**config.mk**
```make
export PLATFORM = sky130hd
export DESIGN_NAME = dspt_timer
export DESIGN_NICKNAME = d
export VERILOG_FILES = /design/src/dspt_pkg.sv /design/src/dspt_prescaler.sv /design/src/dspt_timer.sv
export SDC_FILE = /design/constraint.sdc
export NUM_CORES = 1
export LEC_CHECK = 0
export ABC_AREA = 1
export BUFFER_PORTS_ARGS = -buffer_cell sky130_fd_sc_hd__buf_2
export CAP_MARGIN = 15
export CORE_MARGIN = 3
export CORE_UTILIZATION = 61
export CTS_CLUSTER_DIAMETER = 150
export DETAILED_ROUTE_END_ITERATION = 12
export PLACE_DENSITY_LB_ADDON = 0.12
export SETUP_SLACK_MARGIN = 0.02
export SLEW_MARGIN = 20
export SYNTH_ARGS = -nofsm -noshare
export SYNTH_HDL_FRONTEND = slang
export SYNTH_HIERARCHICAL = 1
export SYNTH_SLANG_ARGS = --single-unit
```
**constraint.sdc**
```tcl
create_clock -name core_clk -period 3.77 [get_ports core_clk]
set_input_delay 0 -clock core_clk [delete_from_list [all_inputs] [get_ports core_clk]]
set_output_delay 0 -clock core_clk [all_outputs]
set_load 0.02 [all_outputs]
```
**src/dspt_pkg.sv**
```systemverilog
`default_nettype none
// ======================================================================
// shared constants and types of the dual-slope pwm timer
package dspt_pkg;

  // ====================================================================
  // register map
  localparam logic [5:0] DSPT_CTRL_A_IO_OFS = 6'h2f;
  localparam logic [7:0] DSPT_DATA_SPACE_BIAS = 8'h20;
  localparam logic [7:0] DSPT_CTRL_A_RESET = 8'h00;
  localparam int DSPT_ACT_A_LSB = 6;
  localparam int DSPT_ACT_B_LSB = 4;
  localparam int DSPT_ACT_C_LSB = 2;
  localparam int DSPT_WGM_LO_LSB = 0;

  // ====================================================================
  // counter and modes
  localparam int DSPT_CNT_W = 16;
  localparam logic [15:0] DSPT_BOTTOM = 16'h0000;
  localparam logic [15:0] DSPT_MIN_TOP = 16'h0003;
  localparam logic [3:0] DSPT_WGM_PFC_CAPTURE = 4'h8;
  localparam logic [3:0] DSPT_WGM_PFC_CMP_A = 4'h9;
  localparam int DSPT_CHANNELS = 3;

  // ====================================================================
  // prescaler divisors
  localparam logic [10:0] DSPT_DIV_1 = 11'h001;
  localparam logic [10:0] DSPT_DIV_8 = 11'h008;
  localparam logic [10:0] DSPT_DIV_64 = 11'h040;
  localparam logic [10:0] DSPT_DIV_256 = 11'h100;
  localparam logic [10:0] DSPT_DIV_1024 = 11'h400;

  typedef enum logic [2:0] {
    DSPT_CS_STOP = 3'b000,
    DSPT_CS_DIV1 = 3'b001,
    DSPT_CS_DIV8 = 3'b010,
    DSPT_CS_DIV64 = 3'b011,
    DSPT_CS_DIV256 = 3'b100,
    DSPT_CS_DIV1024 = 3'b101
  } dspt_clk_sel_t;

  typedef enum logic [1:0] {
    DSPT_ACT_OFF = 2'b00,
    DSPT_ACT_TOGGLE = 2'b01,
    DSPT_ACT_NONINV = 2'b10,
    DSPT_ACT_INV = 2'b11
  } dspt_action_t;

  typedef enum logic {
    DSPT_DIR_UP = 1'b0,
    DSPT_DIR_DOWN = 1'b1
  } dspt_dir_t;

  // ====================================================================
  // carriers
  typedef struct packed {
    logic wr;
    logic rd;
    logic io_space;
    logic [7:0] addr;
    logic [7:0] wdata;
  } dspt_reg_req_t;

  typedef struct packed {
    logic wrap_flag;
    logic capture_flag;
    logic [2:0] match_flag;
  } dspt_flags_t;

  typedef struct packed {
    logic [15:0] count;
    dspt_dir_t dir;
    logic [2:0][15:0] cmp_act;
    logic [7:0] ctrl_a;
    logic [2:0] out;
    dspt_flags_t flags;
    logic [7:0] rdata;
  } dspt_state_t;

  typedef struct packed {
    logic [10:0] div_cnt;
    logic tick;
  } dspt_presc_state_t;

endpackage
`default_nettype wire

```
**src/dspt_prescaler.sv**
```systemverilog
`timescale 1ns/1ps
`default_nettype none
// ======================================================================
// prescaler: turns the io clock into a one-cycle timer tick enable
module dspt_prescaler
#(
  parameter int DIV_W = 11
)
(
  // clock and reset
  input wire logic core_clk,
  input wire logic rst_n,
  input wire logic clk_en,
  // divisor choice
  input wire dspt_pkg::dspt_clk_sel_t clock_select,
  // tick out
  output logic timer_tick_enable
);
  import dspt_pkg::*;

  // ====================================================================
  // elaboration check: counter must reach the largest divisor
  if (DIV_W < 11)
  begin : g_bad_width
    $error("dspt_prescaler: DIV_W must be at least 11");
  end

  dspt_presc_state_t state_reg;
  dspt_presc_state_t state_next;

  // divisor lookup, zero means stopped
  function automatic logic [10:0] divisor(input dspt_clk_sel_t sel);
    case (sel)
      DSPT_CS_DIV1: divisor = DSPT_DIV_1;
      DSPT_CS_DIV8: divisor = DSPT_DIV_8;
      DSPT_CS_DIV64: divisor = DSPT_DIV_64;
      DSPT_CS_DIV256: divisor = DSPT_DIV_256;
      DSPT_CS_DIV1024: divisor = DSPT_DIV_1024;
      default: divisor = 11'h000;
    endcase
  endfunction

  // ====================================================================
  // free-running divider; a stopped prescaler holds at zero
  always_comb
  begin
    logic [10:0] div;
    div = divisor(clock_select);
    state_next = state_reg;
    state_next.tick = 1'b0;
    if (div == 11'h000)
    begin
      state_next.div_cnt = 11'h000;
    end
    else if (state_reg.div_cnt >= div - 11'h001)
    begin
      state_next.div_cnt = 11'h000; // also recovers after a divisor shrink
      state_next.tick = 1'b1; // RULE_15
    end
    else
    begin
      state_next.div_cnt = state_reg.div_cnt + 11'h001;
    end
  end

  // state register
  always_ff @(posedge core_clk or negedge rst_n)
  begin
    if (!rst_n)
    begin
      state_reg <= '0;
    end
    else if (clk_en)
    begin
      state_reg <= state_next;
    end
  end

  // registered so the tick is glitch free, one cycle behind the divider
  assign timer_tick_enable = state_reg.tick;

endmodule // dspt_prescaler
`default_nettype wire

```
**src/dspt_timer.sv**
```systemverilog
`timescale 1ns/1ps
`default_nettype none
// ======================================================================
// symmetric dual-slope pwm timer, three compare channels
// Operation
// RULE_01 - waveform select 8 or 9 enables mode
// RULE_02 - count up from zero, then back down
// RULE_03 - top from capture (8) or compare A (9)
// RULE_04 - count holds top for exactly one tick
// RULE_05 - noninverting: clear upward match, set downward
// RULE_06 - action 2 noninverted, action 3 inverted
// RULE_07 - reload compares and set wrap at zero
// RULE_08 - top reached sets match A or capture flag
// RULE_09 - channel match flag on count equals compare
// RULE_10 - software keeps top at least every compare
// RULE_11 - top from three up to sixteen bits
// RULE_12 - pin driven only when direction bit outputs
// RULE_13 - compare zero low, compare top high
// RULE_14 - mode 9, action A 1 toggles
// RULE_15 - tick divides io clock by prescaler factor
// RULE_16 - synchronous design, tick is clock enable
// RULE_17 - control A layout: actions and low select
// RULE_18 - control A at io 0x2f, data 0x4f
// RULE_19 - upper select bits from control register B
// RULE_20 - nonzero action overrides pin port function
// RULE_21 - turn upward at zero, move only on ticks
module dspt_timer
(
  // clock, reset, enable
  input wire logic core_clk,
  input wire logic rst_n,
  input wire logic clk_en,
  // register port
  input wire dspt_pkg::dspt_reg_req_t reg_req,
  output logic [7:0] reg_rdata,
  // loose control inputs
  input wire logic [1:0] waveform_control_b_hi,
  input wire dspt_pkg::dspt_clk_sel_t clock_select,
  input wire logic [15:0] capture_top_register,
  input wire logic [15:0] compare_value_a,
  input wire logic [15:0] compare_value_b,
  input wire logic [15:0] compare_value_c,
  input wire logic [2:0] pin_direction_bit,
  input wire dspt_pkg::dspt_flags_t flag_clear,
  // status outputs
  output logic [15:0] count_value,
  output dspt_pkg::dspt_flags_t flags,
  // compare output pins
  output logic [2:0] compare_output_pin,
  output logic [2:0] compare_output_oe_n
);
  import dspt_pkg::*;

  // ====================================================================
  // state and helpers
  dspt_state_t state_reg;
  dspt_state_t state_next;
  logic timer_tick_enable;
  logic [3:0] waveform_select;
  logic dual_slope;
  logic [15:0] top_value;
  logic [2:0][15:0] cmp_buf;
  logic ctrl_a_hit;

  // one channel's action field out of control A
  function automatic dspt_action_t action_of(input logic [7:0] ctrl, input int ch);
    logic [1:0] f;
    f = 2'b00;
    case (ch)
      0: f = ctrl[DSPT_ACT_A_LSB +: 2]; // RULE_17
      1: f = ctrl[DSPT_ACT_B_LSB +: 2];
      2: f = ctrl[DSPT_ACT_C_LSB +: 2];
      default: f = 2'b00;
    endcase
    action_of = dspt_action_t'(f);
  endfunction

  // ====================================================================
  // tick source, an enable on core_clk and not a clock of its own
  dspt_prescaler #(
    .DIV_W(11)
  ) u_prescaler (
    .core_clk(core_clk),
    .rst_n(rst_n),
    .clk_en(clk_en),
    .clock_select(clock_select),
    .timer_tick_enable(timer_tick_enable) // RULE_16
  );

  // ====================================================================
  // mode decode and top selection
  assign waveform_select = {waveform_control_b_hi, state_reg.ctrl_a[DSPT_WGM_LO_LSB +: 2]}; // RULE_19
  assign dual_slope = (waveform_select == DSPT_WGM_PFC_CAPTURE)
    || (waveform_select == DSPT_WGM_PFC_CMP_A); // RULE_01
  // mode 9 uses the active (buffered) compare A so top only moves at bottom
  assign top_value = (waveform_select == DSPT_WGM_PFC_CAPTURE)
    ? capture_top_register : state_reg.cmp_act[0]; // RULE_03 RULE_11
  assign cmp_buf = {compare_value_c, compare_value_b, compare_value_a};

  // both the io offset and the data-space alias decode here
  assign ctrl_a_hit = reg_req.io_space
    ? (reg_req.addr == {2'b00, DSPT_CTRL_A_IO_OFS})
    : (reg_req.addr == ({2'b00, DSPT_CTRL_A_IO_OFS} + DSPT_DATA_SPACE_BIAS)); // RULE_18

  // ====================================================================
  // next-state logic
  always_comb
  begin
    logic at_top;
    logic at_bottom;
    logic up_phase;
    logic match;
    dspt_action_t act;
    at_top = 1'b0;
    at_bottom = 1'b0;
    up_phase = 1'b0;
    match = 1'b0;
    act = DSPT_ACT_OFF;
    state_next = state_reg;

    // register port: write control A, read answers one cycle later
    if (reg_req.wr && ctrl_a_hit)
    begin
      state_next.ctrl_a = reg_req.wdata; // RULE_17
    end
    if (reg_req.rd)
    begin
      state_next.rdata = ctrl_a_hit ? state_reg.ctrl_a : 8'h00;
    end

    // software clears first, so a same-tick hardware set overrides it
    state_next.flags = state_reg.flags & ~flag_clear;

    if (dual_slope && timer_tick_enable) // RULE_21
    begin
      at_top = (state_reg.count >= top_value);
      at_bottom = (state_reg.count == DSPT_BOTTOM);
      // zero counts as rising and top as falling: this gives the
      // solid low at compare zero and solid high at compare top
      up_phase = at_bottom || (state_reg.dir == DSPT_DIR_UP && !at_top); // RULE_13

      // compare outputs act on the values active during this tick
      for (int ch = 0; ch < DSPT_CHANNELS; ch++)
      begin
        match = (state_reg.count == state_reg.cmp_act[ch]);
        act = action_of(state_reg.ctrl_a, ch);
        if (match)
        begin
          state_next.flags.match_flag[ch] = 1'b1; // RULE_09
          case (act)
            DSPT_ACT_NONINV: state_next.out[ch] = !up_phase; // RULE_05 RULE_06
            DSPT_ACT_INV: state_next.out[ch] = up_phase; // RULE_05 RULE_06
            DSPT_ACT_TOGGLE:
            begin
              // toggle exists only for channel A with top from compare A
              if (ch == 0 && waveform_select == DSPT_WGM_PFC_CMP_A)
              begin
                state_next.out[ch] = !state_reg.out[ch]; // RULE_14
              end
            end
            default: state_next.out[ch] = state_reg.out[ch];
          endcase
        end
      end

      // counting: bottom wins over top, so a top still at zero before the
      // first reload cannot wrap the count round to all ones
      if (at_bottom)
      begin
        state_next.dir = DSPT_DIR_UP; // RULE_21
        state_next.count = state_reg.count + 16'h0001; // RULE_02
      end
      else if (at_top)
      begin
        // stay on top for one tick, then fall
        state_next.dir = DSPT_DIR_DOWN;
        state_next.count = state_reg.count - 16'h0001; // RULE_02 RULE_04
        if (waveform_select == DSPT_WGM_PFC_CAPTURE)
        begin
          state_next.flags.capture_flag = 1'b1; // RULE_08
        end
        else
        begin
          state_next.flags.match_flag[0] = 1'b1; // RULE_08
        end
      end
      else if (state_reg.dir == DSPT_DIR_UP)
      begin
        state_next.count = state_reg.count + 16'h0001;
      end
      else
      begin
        state_next.count = state_reg.count - 16'h0001;
      end

      // double buffer reload at bottom keeps both slopes equal
      if (at_bottom)
      begin
        state_next.cmp_act = cmp_buf; // RULE_07
        state_next.flags.wrap_flag = 1'b1; // RULE_07
      end
    end
  end

  // ====================================================================
  // state register, frozen while clk_en is low
  always_ff @(posedge core_clk or negedge rst_n)
  begin
    if (!rst_n)
    begin
      state_reg <= '0;
      state_reg.ctrl_a <= DSPT_CTRL_A_RESET;
      state_reg.dir <= DSPT_DIR_UP;
    end
    else if (clk_en)
    begin
      state_reg <= state_next;
    end
  end

  // ====================================================================
  // outputs
  assign reg_rdata = state_reg.rdata;
  assign count_value = state_reg.count;
  assign flags = state_reg.flags;

  // pin driven when the channel's action is nonzero and its direction
  // bit says output; otherwise the pin is left to the port logic
  always_comb
  begin
    for (int ch = 0; ch < DSPT_CHANNELS; ch++)
    begin
      compare_output_pin[ch] = state_reg.out[ch];
      compare_output_oe_n[ch] = !((action_of(state_reg.ctrl_a, ch) != DSPT_ACT_OFF)
        && pin_direction_bit[ch]); // RULE_12 RULE_20
    end
  end

  // top below a compare value just never matches that channel; software
  // must keep top at or above every compare value
  // RULE_10

endmodule // dspt_timer
`default_nettype wire

```
Yosys cells after proc, flatten, opt, wreduce, memory -nomap -nowiden:

Cells that the tools add are included.

* bits of input ports: 99
* output and inout bits: 35
* logic and storage cells: 105
* register bits: 101

* reduce and logical (&&, ||, !) cells: 31
* bitwise logic cells: 3
* order comparisons: 2
* equal/unequal tests: 20
* multiplexer cells: 30
* add/sub/neg operators: 4

Operators with widths (number)
* 11-bit case mux with 5 select lines: 1
* 16-bit equality test: 3
* 16-bit two-way mux: 3
* 11-bit two-way mux: 2
* 17-bit two-way mux: 1
* 16-bit by 1-bit adder with 16-bit output (second input constant): 1
* 16-bit >= comparator: 1
* 16-bit zero test: 1
* 16-bit by 1-bit subtractor with 16-bit output (second input constant): 1
* 1-bit two-way mux: 15
* 2-bit equality test (second input constant): 6
* 2-bit nonzero test: 6
* 11-bit by 1-bit adder with 11-bit output (second input constant): 1
* 11-bit >= comparator: 1
* 11-bit zero test: 1
* 11-bit by 1-bit subtractor with 11-bit output (second input constant): 1
* 4-bit equality test (second input constant): 2
* 8-bit by 6-bit equality test with 1-bit output (second input constant): 1
* 8-bit by 7-bit equality test with 1-bit output (second input constant): 1
* 8-bit two-way mux: 1
* 4-bit AND reduction: 2
* 3-bit by 2-bit equality test with 1-bit output (second input constant): 2
* 3-bit equality test (second input constant): 2
* 1-bit logical AND: 6
* other kinds (16): 28

Depth between registers and ports, before layout:

Gate-level depths: netlist (run 1).

* depth in word-level cells: 8
* mapped depth: 21
* gate-level depth less buffers: 20

Hierarchy:

Netlist (run 1), hierarchy kept.

By module, submodules not included
* dspt_timer: instances 1, cells each 779, area an instance 5926.9 sq um, seq. area each 2227.1 sq um
* dspt_prescaler: instances 1, cells each 183, area an instance 1197.4 sq um, seq. area each 300.3 sq um

Least setup slack after synthesis (run 1):

Ideal clock, no wire load.

* kind: register -> register
* start: register state_reg[17] (netlist bit)
* end: register state_reg (netlist bit compare_output_pin[0])
* library setup time: 0.117 ns
* cell stages (with the launch flop): 21
* buffers on the path: 2
* slack: 1.301 ns
* required time: 3.653 ns
* arrival: 2.352 ns
* clock period less this slack: 2.469 ns
* cell sequence: dfrtp_1 nor2_1 nand2_1 inv_1 nand2_1 buf_2 mux2i_1 ha_1 nand2_1 nand2_1 nand2_1 nand2_1 nor2_1 nand2_1 nand2_1 nand3_1 buf_2 nand3_1 nand2_1 nor2_1 nor2_1

* longest elaborated chain between the ends: 8
* elaborated cells between the ends (all ways): 13
* classes of those cells: 1 x order compare; 3 x eq/ne; 2 x mux; 7 x reduce/logical

RTL lines
* start: declaration: line dspt_timer.sv:56 `dspt_state_t state_reg;`
* start signal: assignment: line dspt_timer.sv:217 `state_reg <= state_next;`
* 4-bit equality test: line dspt_timer.sv:93, dspt_timer.sv:96
* 16-bit two-way mux: line dspt_timer.sv:97 `? capture_top_register : state_reg.cmp_act[0];`
* 16-bit >= comparator: line dspt_timer.sv:136 `at_top = (state_reg.count >= top_value);`
* 1-bit zero test: line dspt_timer.sv:140 `up_phase = at_bottom || (state_reg.dir == DSPT_DIR_UP && !at_top);`
* 1-bit logical AND: line dspt_timer.sv:140
* 1-bit logical OR: line dspt_timer.sv:140
* 1-bit zero test: line dspt_timer.sv:151 `DSPT_ACT_NONINV: state_next.out[ch] = !up_phase;`
* 1-bit case mux with 3 select lines: line dspt_timer.sv:150 `case (act)`

Parallel ways exist; a longest one is shown, timed or not.
A chain may end at the register's enable or synchronous reset.

Final worst setup path (run 1):

* start: register state_reg[17] (netlist bit)
* end: register state_reg (netlist bit count_value[15])

* longest elaborated chain between the ends: 5
* elaborated cells between the ends (all ways): 9
* classes of those cells: 1 x order compare; 2 x eq/ne; 3 x mux; 3 x reduce/logical

RTL lines
* 4-bit equality test: line dspt_timer.sv:93, dspt_timer.sv:96
* 16-bit two-way mux: line dspt_timer.sv:97
* 16-bit >= comparator: line dspt_timer.sv:136
* 16-bit two-way mux: line dspt_timer.sv:173 `else if (at_top)`
* 17-bit two-way mux: line dspt_timer.sv:168 `if (at_bottom)`

Parallel ways exist; a longest one is shown, timed or not.

==> metrics.log, run 1 <==
INFO  metric drc = 0
INFO  metric wirelength = 18,300 um
INFO  metric powerDensity = 260 nW/um^2
INFO  metric clock_sink_count = 101
INFO  metric fin_skew = 0.00994 ns
INFO  metric port_buf_inserts = 133
INFO  metric p_leak = 0.00459 uW
INFO  metric tritoncts = done
INFO  metric vdd_ir_drop_max = 251 uV
INFO  metric layout_setup_ws = 0.539 ns
INFO  metric report.final.hold_viol_count = 0
INFO  metric worstSetupStartpointType = register
INFO  metric holdCritStartpoint = clk_en
INFO  metric worstSetupPathType = reg -> reg
INFO  metric antenna_cells_inserted = 0
INFO  metric timing.setup.tns = 0 ns
INFO  metric timing.critical_path.required = 4.06 ns
INFO  metric detailed_place_hpwl = 12,700 um
INFO  metric crit_start = state_reg[17]$_DFFE_PN0P_
INFO  metric max_ffs_per_register = 57
INFO  metric ys_types = 40
INFO  metric first_global_vias = 6,214
INFO  metric pin_count_of_the_biggest_net_entering_global_routing = 80
INFO  metric rsz_0062_raised_after_global_routing = false
INFO  metric synthesized_area_per_cell = 7.41 um^2
INFO  metric postSynth.asyncResetShare = 1.00
INFO  metric grt-ovfl-total = 0
INFO  metric final_max_slew_viol_count = 0
INFO  metric syn_inst = 962
INFO  metric synth_seq_cells = 101
INFO  metric die_width = 114 um
INFO  metric num-fill-cells = 855
INFO  metric hold_path_class = in -> reg
INFO  metric route.vias.total = 6,722
INFO  metric worst_relative_slew_slack = 0.337
INFO  metric layout-drive-gt1-share = 0.175
INFO  metric area.sequential = 2530 um^2
INFO  metric worst-r2r-setup-slack = 0.54 ns
INFO  metric netlist_area = 7120 um^2
INFO  metric ys.warnings.count = 6
INFO  metric post-place-ws = 0.584 ns
INFO  metric synth_nets = 1,095
INFO  metric run_status = finished, final reports clean
INFO  metric route.detailed.wl_per_inst = 14.6 um
INFO  metric core = 11,100 um^2
INFO  metric first_pass_iters = 5
INFO  metric synth_sequential_area_ratio = 0.355
INFO  metric antenna_found_initial = 0
INFO  metric worst-endpoint-arrival = 3.52 ns
INFO  metric die_height = 114 um
INFO  metric cts_root_buf = sky130_fd_sc_hd__clkbuf_16
INFO  metric cap_violations = 0
INFO  metric boundaryPins = 134
INFO  metric finish.instance_area = 8460 um^2
INFO  metric clock_latency = 0.35 ns
INFO  metric layout_min_cycle_time = 3.23 ns
INFO  metric max_clock_freq = 310 MHz
INFO  metric initial_core_util = 0.640
INFO  metric nNetsFinal = 1,241
INFO  metric grt_util_all_layers = 0.287
INFO  metric hold_slack = 0.0428 ns
INFO  metric synth_enable_flop_cells = 0
INFO  metric period_share = 0.857
INFO  metric detailedRoute.firstIterationViolations = 468
INFO  metric worst_slew_pin_slew = 0.994 ns
INFO  metric h-tree-depth = 3
INFO  metric setup-violations-final = 0
INFO  metric reg2reg_from = state_reg[17]$_DFFE_PN0P_
INFO  metric worstSetupEndpointType = register
INFO  metric multiInputGateArea = 3800 um^2
INFO  metric cts-root-to-sink-buffers = 2
INFO  metric gp_congestion = 0.966
INFO  metric fp-row-count = 38
INFO  metric design.die.area = 13,000 um^2
INFO  metric prevailing_post_synth_register_cell = sky130_fd_sc_hd__dfrtp_1
INFO  metric clk_pin_slew_worst_paths = 0.07 ns
INFO  metric routed_via_density = 5.36
INFO  metric cts-buffers-inserted = 9
INFO  metric grt_first_pass_wirelength = 29,700 um
INFO  metric antenna_violating_nets_post_route = 0
INFO  metric area.growth.synth_to_final = 18.7%
INFO  metric critical_path_peak_fanout = 25
INFO  metric placed_cell_area = 7550 um^2
stage by stage:
stage / utilization / total power, uW / std cells
after floorplan: - / 1200 / 962
after global placement: 0.679 / 1290 / 1174
after detailed placement: 0.679 / 1290 / 1174
after CTS: 0.760 / 2200 / 1253
after global routing: 0.760 / 2280 / 1253
final: 0.760 / 2200 / 1253
synth_stat cells (3+ instances only):
master / number / share of area
sky130_fd_sc_hd__nand2_1: 330 / 0.17
sky130_fd_sc_hd__dfrtp_1: 101 / 0.35
sky130_fd_sc_hd__nor2_1: 78 / 0.041
sky130_fd_sc_hd__inv_1: 75 / 0.040
sky130_fd_sc_hd__nand3_1: 57 / 0.040
sky130_fd_sc_hd__buf_4: 34 / 0.036
sky130_fd_sc_hd__ha_1: 34 / 0.060
sky130_fd_sc_hd__xor2_1: 34 / 0.042
sky130_fd_sc_hd__a21oi_1: 32 / 0.022
sky130_fd_sc_hd__nand4_1: 27 / 0.024
sky130_fd_sc_hd__o21ai_0: 25 / 0.018
sky130_fd_sc_hd__buf_2: 22 / 0.015
sky130_fd_sc_hd__xnor2_1: 21 / 0.026
sky130_fd_sc_hd__mux2_2: 9 / 0.014
sky130_fd_sc_hd__buf_6: 8 / 0.013
sky130_fd_sc_hd__mux2i_1: 8 / 0.011
sky130_fd_sc_hd__nor2_2: 8 / 0.0070
sky130_fd_sc_hd__o22ai_1: 8 / 0.0070
sky130_fd_sc_hd__o31ai_1: 8 / 0.0084
sky130_fd_sc_hd__nor3_1: 5 / 0.0035
sky130_fd_sc_hd__clkbuf_1: 4 / 0.0021
sky130_fd_sc_hd__inv_2: 4 / 0.0021
sky130_fd_sc_hd__nand3b_1: 4 / 0.0042
sky130_fd_sc_hd__nor2_4: 4 / 0.0063
sky130_fd_sc_hd__nand2_2: 3 / 0.0026
repair_timing:
item	CTS	global route
endpoints found under the hold margin	140	0
setup endpoints to repair	0	0
setup buffers	0	0
gates resized for setup	0	0
hold buffers	63	0
path summary, 6_finish.rpt:
kind	depth (start not counted)	to
max	18	count_value[15]$_DFFE_PN0P_
min	4	flags[4]$_DFFE_PN0P_
max reg2reg	18	count_value[15]$_DFFE_PN0P_
min reg2reg	2	reg_rdata[7]$_DFFE_PN0P_
max in group asynchronous	3	reg_rdata[6]$_DFFE_PN0P_
min in group asynchronous	2	state_reg[56]$_DFFE_PN0P_
critical path, cell delays in order, from the launching register on:
cell and delay (ns):
sky130_fd_sc_hd__dfrtp_1 0.37, sky130_fd_sc_hd__nor2_1 0.06, sky130_fd_sc_hd__nand2_1 0.07, sky130_fd_sc_hd__inv_1 0.08
sky130_fd_sc_hd__nand2_1 0.06, sky130_fd_sc_hd__buf_4 0.29, sky130_fd_sc_hd__mux2_2 0.38, sky130_fd_sc_hd__ha_1 0.27
sky130_fd_sc_hd__nand4_1 0.09, sky130_fd_sc_hd__nor2_1 0.04, sky130_fd_sc_hd__nor2_1 0.09, sky130_fd_sc_hd__nand2_1 0.08
sky130_fd_sc_hd__nand2_1 0.09, sky130_fd_sc_hd__nand3_1 0.44, sky130_fd_sc_hd__nand2_4 0.41, sky130_fd_sc_hd__inv_2 0.12
sky130_fd_sc_hd__nand2_1 0.07, sky130_fd_sc_hd__nand3_1 0.08, sky130_fd_sc_hd__nand2_1 0.07
power breakdown:
part | leakage, uW | total, uW | switching (uW) | internal, uW
Sequential | 0.00130 | 1100 | 10.0 | 1090
Combinational | 0.00315 | 220 | 106 | 114
Clock | 0.000140 | 876 | 409 | 467
final cells by class:
class | count | area share
clock buffer | 11 | 0.0287
inverter | 83 | 0.0376
multi-input combinational | 709 | 0.450
timing repair buffer | 204 | 0.161
clock inverter | 5 | 0.00385
sequential | 101 | 0.299
tap | 140 | 0.0207
routing by layer:
metal	wire, um	up-vias	share of wire	track usage
li1	-	3337	-	-
met1	7860	3104	0.43	0.391
met2	8910	250	0.49	0.476
met3	1230	31	0.067	0.0476
met4	303	0	0.017	0.0808
met5	0	-	0	0
cell usage in the layout, fill, tap and decap left out, types with 2 or more instances in the layout:
master	count
sky130_fd_sc_hd__clkinv_2	4
sky130_fd_sc_hd__nor2_2	8
sky130_fd_sc_hd__inv_6	3
sky130_fd_sc_hd__inv_1	75
sky130_fd_sc_hd__nand3_1	57
sky130_fd_sc_hd__a21oi_1	32
sky130_fd_sc_hd__nand2_4	2
sky130_fd_sc_hd__dlygate4sd3_1	63
sky130_fd_sc_hd__ha_1	34
sky130_fd_sc_hd__xor2_1	34
sky130_fd_sc_hd__buf_2	132
sky130_fd_sc_hd__inv_2	4
sky130_fd_sc_hd__nor3_1	5
sky130_fd_sc_hd__dfrtp_1	101
sky130_fd_sc_hd__o21ai_0	25
sky130_fd_sc_hd__nand3_4	2
sky130_fd_sc_hd__clkbuf_16	9
sky130_fd_sc_hd__nand2_2	3
sky130_fd_sc_hd__nand4_1	27
sky130_fd_sc_hd__nor2_1	78
sky130_fd_sc_hd__o21ai_1	2
sky130_fd_sc_hd__buf_4	9
sky130_fd_sc_hd__nor2_4	4
sky130_fd_sc_hd__mux2_2	9
sky130_fd_sc_hd__nand3b_1	4
sky130_fd_sc_hd__clkinv_1	2
sky130_fd_sc_hd__nand2_1	330
sky130_fd_sc_hd__o31ai_1	8
sky130_fd_sc_hd__o22ai_1	8
sky130_fd_sc_hd__xnor2_1	21
sky130_fd_sc_hd__mux2i_1	8
kinds of logic (layout without fill, tap and decap cells):
family | count (synthesis) | count (layout) | synth area share
mux | 17 | 17 | 0.0255
fa+ha+maj | 34 | 34 | 0.0597
simple gates | 525 | 525 | 0.321
compound gates | 78 | 78 | 0.0604
flops | 101 | 101 | 0.355
buf+inv | 152 | 303 | 0.111
xor+xnor | 55 | 55 | 0.0676
No activity file was read; power rests on OpenSTA's default activity.
==> run 2, diff against run 1 <==
--- a/config.mk
+++ b/config.mk
@@ -5,12 +5,11 @@
 export SDC_FILE = /design/constraint.sdc
 export NUM_CORES = 1
 export LEC_CHECK = 0
-export ABC_AREA = 1
 export BUFFER_PORTS_ARGS = -buffer_cell sky130_fd_sc_hd__buf_2
 export CAP_MARGIN = 15
 export CORE_MARGIN = 3
-export CORE_UTILIZATION = 61
-export CTS_CLUSTER_DIAMETER = 150
+export CORE_UTILIZATION = 60
+export CTS_CLUSTER_DIAMETER = 60
 export DETAILED_ROUTE_END_ITERATION = 12
 export PLACE_DENSITY_LB_ADDON = 0.12
 export SETUP_SLACK_MARGIN = 0.02
==> metrics.log, run 2 <==
INFO  metric fp-row-count = 37 (was 38)
INFO  metric layout_min_cycle_time = 3.54 ns (was 3.23 ns)
INFO  metric num-fill-cells = 726 (was 855)
INFO  metric routed_via_density = 5.82 (was 5.36)
INFO  metric route.vias.total = 5,399 (was 6,722)
INFO  metric antenna_found_initial = 0 (unchanged)
INFO  metric post_synth_main_area_contributors = sky130_fd_sc_hd__dfrtp_1 (39%), sky130_fd_sc_hd__mux2_2 (9.5%), sky130_fd_sc_hd__ha_1 (6.5%), sky130_fd_sc_hd__xnor2_1 (5.0%), sky130_fd_sc_hd__buf_4 (3.7%) (was sky130_fd_sc_hd__dfrtp_1 (35%), sky130_fd_sc_hd__nand2_1 (17%), sky130_fd_sc_hd__ha_1 (6.0%), sky130_fd_sc_hd__xor2_1 (4.2%), sky130_fd_sc_hd__nor2_1 (4.1%))
INFO  metric max_ffs_per_register = 57 (unchanged)
INFO  metric core = 10,500 um^2 (was 11,100 um^2)
INFO  metric synth_xor_xnor_area_share = 0.0846 (was 0.0676)
INFO  metric most-common-layout-cells = sky130_fd_sc_hd__buf_2 (132), sky130_fd_sc_hd__dfrtp_1 (101), sky130_fd_sc_hd__dlygate4sd3_1 (64), sky130_fd_sc_hd__mux2_2 (55), sky130_fd_sc_hd__nand2_1 (50) (was sky130_fd_sc_hd__nand2_1 (330), sky130_fd_sc_hd__buf_2 (132), sky130_fd_sc_hd__dfrtp_1 (101), sky130_fd_sc_hd__nor2_1 (78), sky130_fd_sc_hd__inv_1 (75))
INFO  metric reg2reg_depth = 13 (was 18)
INFO  metric p_leak = 0.00399 uW (was 0.00459 uW)
INFO  metric prevailing_post_synth_register_cell = sky130_fd_sc_hd__dfrtp_1 (unchanged)
INFO  metric clock_latency = 0.38 ns (was 0.35 ns)
INFO  metric ys.warnings.count = 6 (unchanged)
INFO  metric detailedRoute.firstIterationViolations = 417 (was 468)
INFO  metric tritoncts = done (unchanged)
INFO  metric ys_types = 75 (was 40)
INFO  metric post-place-ws = 0.190 ns (was 0.584 ns)
INFO  metric synth-adder-area-share = 0.0652 (was 0.0597)
INFO  metric synth_sequential_area_ratio = 0.387 (was 0.355)
INFO  metric timing.critical_path.required = 4.07 ns (was 4.06 ns)
INFO  metric period_share = 0.938 (was 0.857)
INFO  metric cts_post_setup_buffers_inserted = 0 (unchanged)
INFO  metric syn_inst = 632 (was 962)
INFO  metric post-synth-top-area-fraction = 0.387 (was 0.355)
INFO  metric cts_root_buf = sky130_fd_sc_hd__clkbuf_8 (was sky130_fd_sc_hd__clkbuf_16)
INFO  metric worstSetupStartpointType = register (unchanged)
INFO  metric nNetsFinal = 920 (was 1,241)
INFO  metric clk_pin_slew_worst_paths = 0.10 ns (was 0.07 ns)
INFO  metric die_width = 110 um (was 114 um)
INFO  metric grt_util_all_layers = 0.285 (was 0.287)
INFO  metric critical_path_peak_fanout = 11 (was 25)
INFO  metric final_cells = 928 (was 1,253)
INFO  metric worst_slew_pin_slew = 0.943 ns (was 0.994 ns)
INFO  metric post-place-cells = 848 (was 1,174)
INFO  metric commonest_cells_in_the_synthesized_netlist = sky130_fd_sc_hd__dfrtp_1 (101), sky130_fd_sc_hd__mux2_2 (55), sky130_fd_sc_hd__nand2_1 (50) (was sky130_fd_sc_hd__nand2_1 (330), sky130_fd_sc_hd__dfrtp_1 (101), sky130_fd_sc_hd__nor2_1 (78))
INFO  metric worst-endpoint-arrival = 3.84 ns (was 3.52 ns)
INFO  metric synth.largest_area_cell = sky130_fd_sc_hd__dfrtp_1 (unchanged)
INFO  metric final_max_slew_viol_count = 0 (unchanged)
INFO  metric dominant_combinational_cell_family_by_area_after_synthesis = simple AND/OR/NAND/NOR gates (unchanged)
INFO  metric synth_enable_flop_cells = 0 (unchanged)
INFO  metric powerDensity = 281 nW/um^2 (was 260 nW/um^2)
INFO  metric max_clock_freq = 283 MHz (was 310 MHz)
INFO  metric netlist_area = 6520 um^2 (was 7120 um^2)
INFO  metric wirelength = 17,000 um (was 18,300 um)
INFO  metric port_buf_inserts = 133 (unchanged)
INFO  metric rsz_0062_raised_after_global_routing = false (unchanged)
INFO  metric worstSetupPathType = reg -> reg (unchanged)
INFO  metric synth_nets = 765 (was 1,095)
INFO  metric design.die.area = 12,200 um^2 (was 13,000 um^2)
INFO  metric setup-violations-final = 0 (unchanged)
INFO  metric cts-buffers-inserted = 9 (unchanged)
INFO  metric timing.setup.tns = 0 ns (unchanged)
INFO  metric hold_slack = 0.0469 ns (was 0.0428 ns)
INFO  metric synth_most_common_cell = sky130_fd_sc_hd__dfrtp_1 (was sky130_fd_sc_hd__nand2_1)
INFO  metric first_pass_iters = 5 (unchanged)
INFO  metric antenna_cells_inserted = 0 (unchanged)
INFO  metric synth_seq_cells = 101 (unchanged)
INFO  metric synthMuxAreaShare = 0.129 (was 0.0255)
INFO  metric synth_simple_gate_area_frac = 0.149 (was 0.321)
INFO  metric first_global_vias = 5,243 (was 6,214)
INFO  metric placed_cell_area = 7070 um^2 (was 7550 um^2)
INFO  metric postSynth.asyncResetShare = 1.00 (unchanged)
INFO  metric grt_first_pass_wirelength = 26,600 um (was 29,700 um)
INFO  metric run_status = finished, final reports clean (unchanged)
INFO  metric clock_sink_count = 101 (unchanged)
INFO  metric vdd_ir_drop_max = 351 uV (was 251 uV)
INFO  metric pin_count_of_the_biggest_net_entering_global_routing = 76 (was 80)
INFO  metric antenna_violating_nets_post_route = 0 (unchanged)
INFO  metric fin_skew = 0.0146 ns (was 0.00994 ns)
INFO  metric hold_path_class = in -> reg (unchanged)
INFO  metric report.final.hold_viol_count = 0 (unchanged)
INFO  metric initial_core_util = 0.623 (was 0.640)
INFO  metric layout-drive-gt1-share = 0.318 (was 0.175)
INFO  metric final_common_cell = sky130_fd_sc_hd__buf_2 (was sky130_fd_sc_hd__nand2_1)
INFO  metric h-tree-depth = 3 (unchanged)
INFO  metric whs_path_depth = 3 (was 4)
INFO  metric gp_congestion = 0.891 (was 0.966)
INFO  metric finish.instance_area = 7950 um^2 (was 8460 um^2)
INFO  metric area.growth.synth_to_final = 21.8% (was 18.7%)
INFO  metric boundaryPins = 134 (unchanged)
INFO  metric worst_relative_slew_slack = 0.371 (was 0.337)
INFO  metric route.detailed.wl_per_inst = 18.4 um (was 14.6 um)
INFO  metric synthesized_area_per_cell = 10.3 um^2 (was 7.41 um^2)
INFO  metric layout_setup_ws = 0.235 ns (was 0.539 ns)
INFO  metric synth_compound_area_frac = 0.106 (was 0.0604)
INFO  metric die_height = 110 um (was 114 um)
INFO  metric detailed_place_hpwl = 11,900 um (was 12,700 um)
INFO  metric worstSetupEndpointType = register (unchanged)
INFO  metric drc = 0 (unchanged)
INFO  metric cap_violations = 0 (unchanged)
INFO  metric cts-root-to-sink-buffers = 2 (unchanged)
INFO  metric grt-ovfl-total = 0 (unchanged)
## run 2: cell types whose count changed in the layout (fill, tap and decap cells not counted), sizes merged, moves of 8 or more
cell	before	now
nand2	335	54
xnor2	21	37
nand3	59	23
mux2	9	57
and3	0	9
inv	82	19
buf	141	150
xor2	34	26
a21oi	32	19
a31oi	1	11
nor4	1	10
mux2i	8	20
nor2	91	21
## run 2: area by class of cell
type / instances / area (um^2) / area share
flip-flops and latches: 101 / 2530 / 0.318
repair buffers: 214 / 1450 / 0.182
clock inverters: 4 / 77.6 / 0.00976
clock buffers: 12 / 155 / 0.0195
well taps: 136 / 170 / 0.0214
multi-input cells: 443 / 3500 / 0.440
inverters: 18 / 67.6 / 0.00850
## run 2: metal layers
layer  track usage  share of wire
met2         0.484           0.51
met4        0.0880          0.016
met3        0.0501          0.057
met5             0              0
met1         0.371           0.42
## run 2: cell families after synthesis
family / Yosys count
flip-flops: 101
AND/OR/NAND/NOR: 173
adder cells (fa/ha/maj): 34
multiplexers: 77
buffers and inverters: 88
AO/OA/AOI/OAI: 96
XOR/XNOR: 63
## run 2: path summary, 6_finish.rpt
path | startpoint | endpoint | slack (ns)
hold reg to reg | flags[2]$_DFFE_PN0P_ | flags[2]$_DFFE_PN0P_ | 0.49
setup reg to reg | state_reg[17]$_DFFE_PN0P_ | count_value[9]$_DFFE_PN0P_ | 0.23
max in group asynchronous | rst_n | count_value[6]$_DFFE_PN0P_ | 2.53
setup / recovery | state_reg[17]$_DFFE_PN0P_ | count_value[9]$_DFFE_PN0P_ | 0.23
min in group asynchronous | rst_n | state_reg[32]$_DFFE_PN0P_ | 0.31
hold / removal | clk_en | u_prescaler/timer_tick_enable$_DFFE_PN0P_ | 0.05
## run 2: critical path, stage by stage (launching register included)
cell                      delay (ns)
sky130_fd_sc_hd__dfrtp_1        0.40
sky130_fd_sc_hd__nor3b_1        0.26
sky130_fd_sc_hd__nor2b_2        0.19
sky130_fd_sc_hd__buf_4          0.22
sky130_fd_sc_hd__mux2i_1        0.10
sky130_fd_sc_hd__ha_1           0.33
sky130_fd_sc_hd__and4_1         0.25
sky130_fd_sc_hd__nand4_1        0.12
sky130_fd_sc_hd__or4_4          0.57
sky130_fd_sc_hd__and3_1         0.18
sky130_fd_sc_hd__buf_4          0.18
sky130_fd_sc_hd__nor2_8         0.22
sky130_fd_sc_hd__mux2i_1        0.24
sky130_fd_sc_hd__xor2_1         0.19
## run 2: timing repair
| item | CTS | global route |
|---|---|---|
| endpoints found under the setup margin | 0 | 6 |
| gates resized for setup | 0 | 1 |
| hold endpoints to repair | 143 | 0 |
| hold buffers | 64 | 0 |
## run 2: per-stage QoR
step	utilization	total power, uW
final	0.759	2230
after CTS	0.759	2240
after global routing	0.759	2320
after detailed placement	0.675	1400
after floorplan	-	1280
after global placement	0.675	1390
## run 2: where the power goes
group          switching (uW)  internal, uW
Sequential               15.2          1090
Clock                     386           416
Combinational             167           154
Total                     569          1660
==> run 3, diff against run 2 <==
--- a/config.mk
+++ b/config.mk
@@ -5,15 +5,15 @@
 export SDC_FILE = /design/constraint.sdc
 export NUM_CORES = 1
 export LEC_CHECK = 0
-export BUFFER_PORTS_ARGS = -buffer_cell sky130_fd_sc_hd__buf_2
 export CAP_MARGIN = 15
 export CORE_MARGIN = 3
-export CORE_UTILIZATION = 60
+export CORE_UTILIZATION = 65
 export CTS_CLUSTER_DIAMETER = 60
 export DETAILED_ROUTE_END_ITERATION = 12
+export DONT_BUFFER_PORTS = 1
+export HOLD_SLACK_MARGIN = 0.1
 export PLACE_DENSITY_LB_ADDON = 0.12
 export SETUP_SLACK_MARGIN = 0.02
-export SLEW_MARGIN = 20
 export SYNTH_ARGS = -nofsm -noshare
 export SYNTH_HDL_FRONTEND = slang
 export SYNTH_HIERARCHICAL = 1
==> metrics.log, run 3 (synthesized netlist as in run 2, its figures left out) <==
INFO  metric run_status = finished, final reports clean (unchanged)
INFO  metric die_height = 106 um (was 110 um)
INFO  metric hold_path_class = in -> reg (unchanged)
INFO  metric antenna_found_initial = 0 (unchanged)
INFO  metric timing.critical_path.required = 4.08 ns (was 4.07 ns)
INFO  metric grt_first_pass_wirelength = 27,600 um (was 26,600 um)
INFO  metric core = 9500 um^2 (was 10,500 um^2)
INFO  metric first_global_vias = 5,321 (was 5,243)
INFO  metric grt_util_all_layers = 0.312 (was 0.285)
INFO  metric cts_post_setup_buffers_inserted = 0 (unchanged)
INFO  metric worstSetupPathType = reg -> reg (unchanged)
INFO  metric wirelength = 16,900 um (was 17,000 um)
INFO  metric cts-buffers-inserted = 9 (unchanged)
INFO  metric final_common_cell = sky130_fd_sc_hd__dfrtp_1 (was sky130_fd_sc_hd__buf_2)
INFO  metric route.detailed.wl_per_inst = 21.3 um (was 18.4 um)
INFO  metric period_share = 0.925 (was 0.938)
INFO  metric reg2reg_from = state_reg[17]$_DFFE_PN0P_ (unchanged)
INFO  metric worstSetupStartpointType = register (unchanged)
INFO  metric port_buf_inserts = 0 (was 133)
INFO  metric antenna_cells_inserted = 0 (unchanged)
INFO  metric nNetsFinal = 793 (was 920)
INFO  metric powerDensity = 286 nW/um^2 (was 281 nW/um^2)
INFO  metric initial_core_util = 0.686 (was 0.623)
INFO  metric reg2reg_to = count_value[12]$_DFFE_PN0P_ (was count_value[9]$_DFFE_PN0P_)
INFO  metric route.vias.total = 5,059 (was 5,399)
INFO  metric report.final.hold_viol_count = 0 (unchanged)
INFO  metric clock_sink_count = 101 (unchanged)
INFO  metric worst-endpoint-arrival = 3.79 ns (was 3.84 ns)
INFO  metric h-tree-depth = 3 (unchanged)
INFO  metric worst-r2r-setup-slack = 0.28 ns (was 0.23 ns)
INFO  metric worstSetupEndpointType = register (unchanged)
INFO  metric max_ffs_per_register = 57 (unchanged)
INFO  metric clock_latency = 0.37 ns (was 0.38 ns)
INFO  metric hold_slack = 0.121 ns (was 0.0469 ns)
INFO  metric rsz_0062_raised_after_global_routing = false (unchanged)
INFO  metric final_cells = 794 (was 928)
INFO  metric crit_start = state_reg[17]$_DFFE_PN0P_ (unchanged)
INFO  metric antenna_violating_nets_post_route = 0 (unchanged)
INFO  metric layout-drive-gt1-share = 0.188 (was 0.318)
INFO  metric gp_congestion = 0.918 (was 0.891)
INFO  metric first_pass_iters = 6 (was 5)
INFO  metric boundaryPins = 134 (unchanged)
INFO  metric detailed_place_hpwl = 11,700 um (was 11,900 um)
INFO  metric tritoncts = done (unchanged)
INFO  metric most-common-layout-cells = sky130_fd_sc_hd__dfrtp_1 (101), sky130_fd_sc_hd__dlygate4sd3_1 (65), sky130_fd_sc_hd__mux2_2 (55), sky130_fd_sc_hd__nand2_1 (50), sky130_fd_sc_hd__xnor2_1 (37) (was sky130_fd_sc_hd__buf_2 (132), sky130_fd_sc_hd__dfrtp_1 (101), sky130_fd_sc_hd__dlygate4sd3_1 (64), sky130_fd_sc_hd__mux2_2 (55), sky130_fd_sc_hd__nand2_1 (50))
INFO  metric clk_pin_slew_worst_paths = 0.10 ns (about the same)
INFO  metric worst_slew_pin_slew = 0.686 ns (was 0.943 ns)
INFO  metric cap_violations = 0 (unchanged)
INFO  metric routed_via_density = 6.37 (was 5.82)
INFO  metric die_width = 106 um (was 110 um)
INFO  metric design.die.area = 11,300 um^2 (was 12,200 um^2)
INFO  metric drc = 0 (unchanged)
INFO  metric setup-violations-final = 0 (unchanged)
INFO  metric worst_relative_slew_slack = 0.539 (was 0.371)
INFO  metric fp-row-count = 35 (was 37)
INFO  metric vdd_ir_drop_max = 263 uV (was 351 uV)
INFO  metric grt-ovfl-total = 0 (unchanged)
INFO  metric cts-root-to-sink-buffers = 2 (unchanged)
INFO  metric timing.setup.tns = 0 ns (unchanged)
INFO  metric crit_end = count_value[12]$_DFFE_PN0P_ (was count_value[9]$_DFFE_PN0P_)
INFO  metric final_max_slew_viol_count = 0 (unchanged)
INFO  metric area.growth.synth_to_final = 12.1% (was 21.8%)
INFO  metric critical_path_peak_fanout = 17 (was 11)
INFO  metric reg2reg_depth = 12 (was 13)
INFO  metric whs_path_depth = 3 (unchanged)
INFO  metric p_leak = 0.00344 uW (was 0.00399 uW)
INFO  metric pin_count_of_the_biggest_net_entering_global_routing = 102 (was 76)
INFO  metric max_clock_freq = 287 MHz (was 283 MHz)
INFO  metric post-place-cells = 712 (was 848)
INFO  metric fin_skew = 0.0122 ns (was 0.0146 ns)
INFO  metric layout_min_cycle_time = 3.49 ns (was 3.54 ns)
INFO  metric cts_root_buf = sky130_fd_sc_hd__clkbuf_8 (unchanged)
INFO  metric detailedRoute.firstIterationViolations = 377 (was 417)
==> run 3: cell type report <==
cell class              instances  area [um^2]
well taps                     129          161
multi-input cells             443         3510
repair buffers                 87          848
clock inverters                 5         66.3
inverters                      18         67.6
flip-flops and latches        101         2530
clock buffers                  11          131
fillers                       644         2190
==> run 3: power breakdown <==
part           leakage (uW)  switching (uW)  total [uW]  internal [uW]
Combinational       0.00194             155         278            123
Clock             0.0000965             393         711            318
Sequential          0.00140            11.0        1100           1090
Total               0.00344             559        2090           1530
==> run 3: worst max-delay path, stage by stage (launching register included) <==
cell and delay (ns):
sky130_fd_sc_hd__dfrtp_1 0.42, sky130_fd_sc_hd__nor3b_2 0.22, sky130_fd_sc_hd__nor2b_4 0.22, sky130_fd_sc_hd__buf_12 0.18, sky130_fd_sc_hd__mux2i_1 0.21, sky130_fd_sc_hd__ha_1 0.26
sky130_fd_sc_hd__a21o_1 0.16, sky130_fd_sc_hd__a221o_1 0.34, sky130_fd_sc_hd__a211oi_1 0.38, sky130_fd_sc_hd__and3_2 0.41, sky130_fd_sc_hd__a21oi_1 0.07, sky130_fd_sc_hd__a2111oi_0 0.41
sky130_fd_sc_hd__a21o_1 0.13
==> run 3: how the worst min path moves through the flow <==
stage / endpoint / slack (ns) / from
after CTS: u_prescaler/timer_tick_enable$_DFFE_PN0P_ / 0.10 / clock_select[0]
after global routing: u_prescaler/timer_tick_enable$_DFFE_PN0P_ / 0.14 / clock_select[2]
after global placement: state_reg[33]$_DFFE_PN0P_ / -0.29 / rst_n
after floorplan: compare_output_pin[0]$_DFFE_PN0P_ / -0.30 / rst_n
after detailed placement: state_reg[33]$_DFFE_PN0P_ / -0.29 / rst_n
final: reg_rdata[5]$_DFFE_PN0P_ / 0.12 / clk_en
==> run 3: what timing repair did <==
| item | 4_1_cts | 5_1_grt |
|---|---|---|
| hold endpoints to repair | 184 | 0 |
| endpoints found under the setup margin | 4 | 18 |
| gates resized for setup | 1 | 4 |
| hold buffers | 66 | 0 |
==> run 3: per-layer routing <==
layer	wire length [um]	track usage
met1	6730	0.395
met3	1200	0.0710
met5	0	0
met4	605	0.132
met2	8390	0.514
==> run 3: stage by stage <==
step	utilization	area (um^2)	setup slack, ns	power (uW)
2_1_floorplan	-	6520	0.0239	1280
3_3_place_gp	0.676	6420	0.178	1300
3_5_place_dp	0.676	6420	0.00936	1320
4_1_cts	0.768	7300	0.0751	2100
5_1_grt	0.770	7310	0.0395	2180
6_report	0.770	7310	0.282	2090
